===== config.mk =====
export PLATFORM = sky130hd
export DESIGN_NAME = hsc_port
export DESIGN_NICKNAME = d
export VERILOG_FILES = /design/src/common/hsc_pkg.sv /design/src/rtl/hsc_port.sv /design/src/rtl/hsc_rx_launcher.sv /design/src/rtl/hsc_tx_sampler.sv
export VERILOG_INCLUDE_DIRS = /design/src /design/src/common
export SDC_FILE = /design/constraint.sdc
export NUM_CORES = 1
export LEC_CHECK = 0
export ABC_CLOCK_PERIOD_IN_PS = 1300
export BUFFER_PORTS_ARGS = -buffer_cell sky130_fd_sc_hd__clkbuf_2
export CORE_MARGIN = 8
export CORE_UTILIZATION = 43
export CTS_CLUSTER_DIAMETER = 100
export DETAILED_ROUTE_END_ITERATION = 6
export GPL_TIMING_DRIVEN = 1
export PLACE_DENSITY = 0.83
export SLEW_MARGIN = 40
export SYNTH_ARGS = -nofsm -noshare
export SYNTH_HDL_FRONTEND = slang
export SYNTH_SLANG_ARGS = --single-unit

===== constraint.sdc =====
create_clock -name pclk -period 1.3 [get_ports pclk]
set_input_delay 0.26 -clock pclk [delete_from_list [all_inputs] [get_ports pclk]]
set_output_delay 0.26 -clock pclk [all_outputs]
set_load 0.1 [all_outputs]

===== src/common/hsc_cfg.svh =====
// Register offsets, field positions and reset values of the serial port
`ifndef HSC_CFG_SVH
`define HSC_CFG_SVH

// Register byte offsets
`define HSC_OFS_CTRL 8'h00
`define HSC_OFS_STAT 8'h04

// Control register bit positions
`define HSC_CTRL_CA_EN 0
`define HSC_CTRL_LOOPBACK 1
`define HSC_CTRL_TX_INV 2
`define HSC_CTRL_RX_INV 3
`define HSC_CTRL_CD_LOW 4
`define HSC_CTRL_GATED 5
`define HSC_CTRL_CARRIER 6

// Control reset: DCE-available allowed, carrier enabled, all else off
`define HSC_CTRL_RESET 32'h0000_0041
`define HSC_CTRL_RESET_BIT(b) 1'(`HSC_CTRL_RESET >> (b))

// Status register bit positions
`define HSC_STAT_TA 0
`define HSC_STAT_LA 1
`define HSC_STAT_LB 2
`define HSC_STAT_DTE_UP 3
`define HSC_STAT_CA 4
`define HSC_STAT_INIT 5
`define HSC_STAT_LOCK 6

// Delay from a link pin change to the sampled copy, in pclk cycles
`define HSC_SYNC_CYCLES 2

`endif


===== src/common/hsc_pkg.sv =====
// Types shared by the serial port modules
package hsc_pkg;

  typedef enum logic [2:0] {
    HSC_INIT  = 3'b001,
    HSC_AVAIL = 3'b010,
    HSC_DOWN  = 3'b100
  } hsc_ca_e;

  typedef struct packed {
    logic ca_en;
    logic loopback;
    logic tx_inv;
    logic rx_inv;
    logic cd_low;
    logic gated;
    logic carrier;
  } hsc_ctrl_s;

  typedef struct packed {
    logic ta;
    logic la;
    logic lb;
  } hsc_hs_in_s;

  typedef struct packed {
    logic ca;
    logic lc;
    logic tm;
  } hsc_hs_out_s;

endpackage


===== src/rtl/hsc_port.sv =====
// High-speed serial DCE port: APB registers, handshake, fault pins
//
// How it works
// - Synchronous data from 1.5 to 70 Mbps.
// - Interface clocks nominally 50% duty cycle.
// - Lines change on rising, stable at falling.
// - Normal TX phase samples on TT falling.
// - Inverted TX phase samples on TT rising.
// - Normal RX phase centres RT falling edge.
// - Inverted RX phase centres RT rising edge.
// - Status register shows TA, LA, LB levels.
// - CA gated, TM driven from control register.
// - TA low reports terminal unavailable.
// - Gated carrier follows TA when enabled.
// - CA unavailable until init done, fault-free.
// - CA available once init completes cleanly.
// - Non-operational fault drops CA to unavailable.
// - TM active only when loopback commanded.
// - LC always held inactive.
// - LA and LB readable, otherwise ignored.
// - Carrier-lock output with programmable polarity.
// - Demod fault open-collector, active high.
// - Mod fault open-collector, active high.
//
// Local design decisions: the register addresses and the APB interface to the registers.
`timescale 1ns/1ps
`include "hsc_cfg.svh"
module hsc_port (
  // Clock and reset
  input wire logic pclk,
  input wire logic presetn,
  // APB slave
  input wire logic [7:0] paddr,
  input wire logic psel,
  input wire logic penable,
  input wire logic pwrite,
  input wire logic [31:0] pwdata,
  output logic [31:0] prdata,
  output logic pready,
  output logic pslverr,
  // Modem status
  input wire logic init_done,
  input wire logic modem_fault,
  input wire logic mod_fault,
  input wire logic demod_fault,
  input wire logic carrier_locked,
  output logic rf_carrier_on,
  // Transmit data to modulator
  output logic tx_bit,
  output logic tx_valid,
  // Receive data from demodulator
  input wire logic rx_bit,
  output logic rx_take,
  // Link data and timing
  input wire logic tt,
  input wire logic sd,
  input wire logic rt,
  output logic rd,
  // Link handshake
  input wire hsc_pkg::hsc_hs_in_s hs_in,
  output hsc_pkg::hsc_hs_out_s hs_out,
  // Fault and lock pins
  output logic carrier_lock_out,
  output logic demod_fault_out,
  output logic demod_fault_oe,
  output logic mod_fault_out,
  output logic mod_fault_oe
);
  import hsc_pkg::*;

  hsc_ctrl_s ctrl, next_ctrl;
  hsc_ca_e ca_state, next_ca_state;
  hsc_hs_in_s hs_s1, hs_s2;
  hsc_hs_out_s next_hs_out;
  logic [31:0] next_prdata, ctrl_word, stat_word;
  logic next_pready, next_pslverr, hit_ctrl, hit_stat, wr_ctrl;
  logic next_rf, next_cd, next_df_oe, next_mf_oe, oc_level, fault;

  // Data paths on the link timing clocks
  hsc_tx_sampler u_tx (
    .pclk(pclk),
    .presetn(presetn),
    .tx_inv(ctrl.tx_inv),
    .tt(tt),
    .sd(sd),
    .tx_bit(tx_bit),
    .tx_valid(tx_valid)
  );

  hsc_rx_launcher u_rx (
    .pclk(pclk),
    .presetn(presetn),
    .rx_inv(ctrl.rx_inv),
    .rx_bit(rx_bit),
    .rx_take(rx_take),
    .rt(rt),
    .rd(rd)
  );

  // Register views
  always_comb begin
    ctrl_word = 32'h0000_0000;
    ctrl_word[`HSC_CTRL_CA_EN] = ctrl.ca_en;
    ctrl_word[`HSC_CTRL_LOOPBACK] = ctrl.loopback;
    ctrl_word[`HSC_CTRL_TX_INV] = ctrl.tx_inv;
    ctrl_word[`HSC_CTRL_RX_INV] = ctrl.rx_inv;
    ctrl_word[`HSC_CTRL_CD_LOW] = ctrl.cd_low;
    ctrl_word[`HSC_CTRL_GATED] = ctrl.gated;
    ctrl_word[`HSC_CTRL_CARRIER] = ctrl.carrier;
    stat_word = 32'h0000_0000;
    stat_word[`HSC_STAT_TA] = hs_s2.ta;
    stat_word[`HSC_STAT_LA] = hs_s2.la;
    stat_word[`HSC_STAT_LB] = hs_s2.lb;
    stat_word[`HSC_STAT_DTE_UP] = hs_s2.ta;
    stat_word[`HSC_STAT_CA] = hs_out.ca;
    stat_word[`HSC_STAT_INIT] = init_done;
    stat_word[`HSC_STAT_LOCK] = carrier_locked;
  end

  // APB slave: one wait-free access phase after each setup
  always_comb begin
    hit_ctrl = (paddr == `HSC_OFS_CTRL);
    hit_stat = (paddr == `HSC_OFS_STAT);
    next_pready = psel & ~penable;
    next_prdata = prdata;
    next_pslverr = pslverr;
    if (psel && !penable) begin
      next_pslverr = ~(hit_ctrl | hit_stat);
      if (pwrite) begin
        next_prdata = 32'h0000_0000;
      end else if (hit_ctrl) begin
        next_prdata = ctrl_word;
      end else if (hit_stat) begin
        next_prdata = stat_word;
      end else begin
        next_prdata = 32'h0000_0000;
      end
    end
    wr_ctrl = psel & penable & pready & pwrite & hit_ctrl;
    next_ctrl = ctrl;
    if (wr_ctrl) begin
      next_ctrl.ca_en = pwdata[`HSC_CTRL_CA_EN];
      next_ctrl.loopback = pwdata[`HSC_CTRL_LOOPBACK];
      next_ctrl.tx_inv = pwdata[`HSC_CTRL_TX_INV];
      next_ctrl.rx_inv = pwdata[`HSC_CTRL_RX_INV];
      next_ctrl.cd_low = pwdata[`HSC_CTRL_CD_LOW];
      next_ctrl.gated = pwdata[`HSC_CTRL_GATED];
      next_ctrl.carrier = pwdata[`HSC_CTRL_CARRIER];
    end
  end

  always_ff @(posedge pclk or negedge presetn) begin
    if (!presetn) begin
      pready <= 1'b0;
      pslverr <= 1'b0;
      prdata <= 32'h0000_0000;
      ctrl.ca_en <= `HSC_CTRL_RESET_BIT(`HSC_CTRL_CA_EN);
      ctrl.loopback <= `HSC_CTRL_RESET_BIT(`HSC_CTRL_LOOPBACK);
      ctrl.tx_inv <= `HSC_CTRL_RESET_BIT(`HSC_CTRL_TX_INV);
      ctrl.rx_inv <= `HSC_CTRL_RESET_BIT(`HSC_CTRL_RX_INV);
      ctrl.cd_low <= `HSC_CTRL_RESET_BIT(`HSC_CTRL_CD_LOW);
      ctrl.gated <= `HSC_CTRL_RESET_BIT(`HSC_CTRL_GATED);
      ctrl.carrier <= `HSC_CTRL_RESET_BIT(`HSC_CTRL_CARRIER);
    end else begin
      pready <= next_pready;
      pslverr <= next_pslverr;
      prdata <= next_prdata;
      ctrl <= next_ctrl;
    end
  end

  // DCE-available sequencing
  always_comb begin
    fault = modem_fault;
    next_ca_state = ca_state;
    unique case (ca_state)
      HSC_INIT: begin
        if (init_done && !fault) begin
          next_ca_state = HSC_AVAIL;
        end
      end
      HSC_AVAIL: begin
        if (fault) begin
          next_ca_state = HSC_DOWN;
        end
      end
      HSC_DOWN: begin
        if (init_done && !fault) begin
          next_ca_state = HSC_AVAIL;
        end
      end
    endcase
  end

  // Handshake and fault pins
  always_comb begin
    next_hs_out.ca = (ca_state == HSC_AVAIL) & ctrl.ca_en;
    next_hs_out.lc = 1'b0;
    next_hs_out.tm = ctrl.loopback;
    next_rf = ctrl.carrier & (~ctrl.gated | hs_s2.ta);
    next_cd = carrier_locked ^ ctrl.cd_low;
    next_df_oe = ~demod_fault;
    next_mf_oe = ~mod_fault;
  end

  always_ff @(posedge pclk or negedge presetn) begin
    if (!presetn) begin
      ca_state <= HSC_INIT;
      hs_s1 <= '0;
      hs_s2 <= '0;
      hs_out <= '0;
      rf_carrier_on <= 1'b0;
      carrier_lock_out <= 1'b0;
      demod_fault_oe <= 1'b1;
      mod_fault_oe <= 1'b1;
      oc_level <= 1'b0;
    end else begin
      ca_state <= next_ca_state;
      hs_s1 <= hs_in;
      hs_s2 <= hs_s1;
      hs_out <= next_hs_out;
      rf_carrier_on <= next_rf;
      carrier_lock_out <= next_cd;
      demod_fault_oe <= next_df_oe;
      mod_fault_oe <= next_mf_oe;
      oc_level <= 1'b0;
    end
  end

  // Open-collector pins only ever pull low
  assign demod_fault_out = oc_level;
  assign mod_fault_out = oc_level;
endmodule // hsc_port


===== src/rtl/hsc_rx_launcher.sv =====
// Receive data launcher on the receive timing clock
`timescale 1ns/1ps
module hsc_rx_launcher (
  // Clock and reset
  input wire logic pclk,
  input wire logic presetn,
  // Phase select
  input wire logic rx_inv,
  // User side
  input wire logic rx_bit,
  output logic rx_take,
  // Link pins
  input wire logic rt,
  output logic rd
);

  logic rt_s1, rt_s2, rt_s3;
  logic next_rd, next_take, launch;

  // Launch on the edge opposite the one centred in the bit
  always_comb begin
    launch = rx_inv ? (rt_s3 & ~rt_s2) : (~rt_s3 & rt_s2);
    next_take = launch;
    next_rd = launch ? rx_bit : rd;
  end

  always_ff @(posedge pclk or negedge presetn) begin
    if (!presetn) begin
      rt_s1 <= 1'b0;
      rt_s2 <= 1'b0;
      rt_s3 <= 1'b0;
      rd <= 1'b0;
      rx_take <= 1'b0;
    end else begin
      rt_s1 <= rt;
      rt_s2 <= rt_s1;
      rt_s3 <= rt_s2;
      rd <= next_rd;
      rx_take <= next_take;
    end
  end
endmodule // hsc_rx_launcher


===== src/rtl/hsc_tx_sampler.sv =====
// Send data sampler on the terminal timing clock
`timescale 1ns/1ps
module hsc_tx_sampler (
  // Clock and reset
  input wire logic pclk,
  input wire logic presetn,
  // Phase select
  input wire logic tx_inv,
  // Link pins
  input wire logic tt,
  input wire logic sd,
  // Sampled data
  output logic tx_bit,
  output logic tx_valid
);

  logic tt_s1, tt_s2, tt_s3, sd_s1, sd_s2;
  logic next_bit, next_valid, fall, rise, take;

  always_comb begin
    fall = tt_s3 & ~tt_s2;
    rise = ~tt_s3 & tt_s2;
    take = tx_inv ? rise : fall;
    next_valid = take;
    next_bit = take ? sd_s2 : tx_bit;
  end

  always_ff @(posedge pclk or negedge presetn) begin
    if (!presetn) begin
      tt_s1 <= 1'b0;
      tt_s2 <= 1'b0;
      tt_s3 <= 1'b0;
      sd_s1 <= 1'b0;
      sd_s2 <= 1'b0;
      tx_bit <= 1'b0;
      tx_valid <= 1'b0;
    end else begin
      tt_s1 <= tt;
      tt_s2 <= tt_s1;
      tt_s3 <= tt_s2;
      sd_s1 <= sd;
      sd_s2 <= sd_s1;
      tx_bit <= next_bit;
      tx_valid <= next_valid;
    end
  end
endmodule // hsc_tx_sampler


==> results.py <==
metrics = {
    "run_status": {
        "status": "completed",
    },
    "clock_tree": {
        "htreeDepth": 2,
        "cts_tree": "done",
        "cts_made_buffers": 5,
        "cts_sinks": 43,
        "cts-root-buf": "clkbuf_8",
        "clk_latency_ns": 0.28,
        "post_cts_buffers": 0,
        "cts_buffer_depth": 2,
        "cts.clk_slew.worst_paths_ns": 0.08,
    },
    "finish": {
        "multiInputGateArea_um2": 576.8,
        "final_common_cell": "dfrtp_1",
        "drive_gt1_share_pct": 41.03,
        "n_antenna_cell": 0,
        "final_util_pct": 61.02,
        "regArea_um2": 1087,
        "fin_area_um2": 2459,
        "final_cell_mix": "36 x dfrtp_1, 31 x clkbuf_2, 28 x conb_1",
        "fin_cells": 245,
        "syn_to_final_growth_pct": 36.46,
        "fillers": 349,
        "nets": 251,
    },
    "drt": {
        "vias": 1102,
        "drt_iter0_drc": 45,
        "drc": 0,
        "vias_per_cell": 4.498,
        "first_pass_iters": 4,
        "ant_nets": 0,
        "routed_wl_mm": 3.378,
        "wl_per_cell_um": 13.79,
    },
    "worst_setup_path": {
        "crit_family": "flip-flops",
        "critPathRequiredTime_ns": 1.04,
        "critPathMaxStageDelay_ns": 0.55,
        "crit_arrival_ns": 1.00,
        "critPathBufInv": 1,
        "crit_chain": "buf_12",
        "cp-end-kind": "output port",
        "critPathLaunchType": "flip-flop",
        "slowest_stage": "dfstp_2",
        "crit_path_max_fanout": 1,
        "crit_type": "flip-flop to output port",
    },
    "yosys": {
        "synthMuxAreaShare_pct": 10.69,
        "synth_xor_area_share_pct": 0.9722,
        "synth-compound-area-share_pct": 5.000,
        "synth_cell_types": 27,
        "yosysSeqAreaShare_pct": 60.07,
        "synth_seq_cells": 43,
        "synth_top_flop_cell": "dfrtp_1",
        "yosys.area_share.simple_pct": 9.514,
        "synth_area_um2": 1802,
        "synthArstFlopShare_pct": 100.0,
        "synth_edf_count": 0,
        "synthAdderAreaFrac_pct": 0,
        "synthCells": 136,
        "syn_avg_cell_area_um2": 13.25,
        "yosysWarnings": 0,
        "synth_top_family_by_area": "buffers and inverters",
    },
    "timing": {
        "max_clock_freq_mhz": 791.2,
        "report.final.hold_viol_count": 0,
        "maxSlewViolCount": 0,
        "rsz0062_at_grt": "false",
        "fin_skew_ns": 0.002145,
        "setup_viol": 0,
        "layout_setup_ws_ns": 0.03610,
        "finalCritPeriodShare_pct": 97.22,
        "period_needed_ns": 1.264,
    },
    "power": {
        "leakage_uw": 0.001212,
        "ir_worst_vdd_uv": 1261,
        "powerDensity_nw_per_um2": 1361,
    },
    "global_routing": {
        "grt_pass1_wl_mm": 5.181,
        "grtUsageTotal_pct": 10.33,
        "grt_start_max_net_pins": 44,
        "grt_pass1_vias": 1215,
        "antenna_found_initial": 0,
        "gr-total-overflow": 0,
    },
    "floorplan": {
        "num_io_pins": 104,
        "fp.dieArea_um2": 6517,
        "die_h_um": 80.73,
        "initial_core_util_pct": 44.72,
        "die_x_um": 80.73,
        "rows": 23,
        "coreArea_um2": 4029,
    },
    "placement": {
        "gp_congestion": 0.7439,
        "hpwl_mm": 2.776,
        "place_area_um2": 2316,
        "place_inst": 236,
        "port_buffers": 50,
        "preCtsSetupSlack_ns": -0.1882,
    },
    "min_path": {
        "hold_path.class": "input pin to flip-flop",
    },
    "flow_run": {
        "max_cap_viol_count": 0,
    },
}
## state kept, by name (all words and copies together), names as in the netlist, 2 cells and up
register  cells
ca_state      3
ctrl          7
hs_out        2
hs_s1         3
hs_s2         3
prdata        7
## routing by layer
metal,up-vias,wire length [µm],GRT usage (%)
li1,516,-,-
met1,534,1229,10.51
met2,48,1781,18.52
met3,4,331,3.974
met4,0,36,4.286
met5,-,0,0
## Yosys cell counts (2+ instances only)
master     n  area share, %
a21oi_1    2           0.56
inv_1      5            1.0
nand3b_1   3            1.2
nor2_1     2           0.42
o21ai_0    2           0.56
dfrtp_1   38             53
dfstp_2    5            7.3
mux2_2    10            6.3
buf_4     28             12
nand2b_1   3            1.0
mux2i_1    8            4.4
nand2_1    9            1.9
o31ai_1    6            2.5
xor2_1     2           0.97
## layout make-up
type / count / area share [%]
multi-input cells: 85 / 23.46
repair buffers: 54 / 23.61
clock buffers: 6 / 2.952
well taps: 50 / 2.545
inverters: 5 / 0.7634
clock inverters: 2 / 2.443
flip-flops and latches: 43 / 44.22
## worst paths after layout
| kind | start | cells past startpoint | slack (ns) | end |
|---|---|---|---|---|
| max in group asynchronous | presetn | 3 | 0.54 | ca_state[0]$_DFFE_PN1P_ |
| hold reg to reg | u_rx.rt_s1$_DFF_PN0_ | 0 | 0.36 | u_rx.rt_s2$_DFF_PN0_ |
| hold / removal | demod_fault | 2 | 0.08 | demod_fault_oe$_DFF_PN1_ |
| setup reg to reg | u_tx.tt_s2$_DFF_PN0_ | 3 | 0.15 | u_tx.tx_bit$_DFFE_PN0P_ |
| setup / recovery | mod_fault_oe$_DFF_PN1_ | 1 | 0.04 | mod_fault_oe |
| min in group asynchronous | presetn | 3 | 0.49 | hs_out[0]$_DFF_PN0_ |
## kinds of logic after synthesis
kind of cell,count (synthesis)
flip-flops,43
buffers and inverters,35
other,1
AND/OR/NAND/NOR,24
AO/OA/AOI/OAI,13
XOR/XNOR,2
multiplexers,18
## stage by stage
stage / total power, µW / hold WS, ns / TNS, ns
after floorplan: 2057 / -0.03559 / 0
after global routing: 3461 / 0.06627 / 0
after global placement: 2182 / 0.2531 / -1.414
after detailed placement: 2195 / 0.2555 / -1.942
final: 3345 / 0.07716 / 0
after CTS: 3384 / 0.06672 / 0
## power by group
group | internal (µW) | switching [µW] | total, µW
clock network | 767 | 409 | 1180
registers | 1390 | 34.5 | 1420
logic | 155 | 591 | 746
total | 2310 | 1030 | 3340
## what timing repair did
item                                    CTS  global route
hold endpoints to repair                 38             0
hold buffers                              1             0
gates resized for setup                   0             2
endpoints found under the setup margin    0             2
Power figures use the tool's default switching activity.
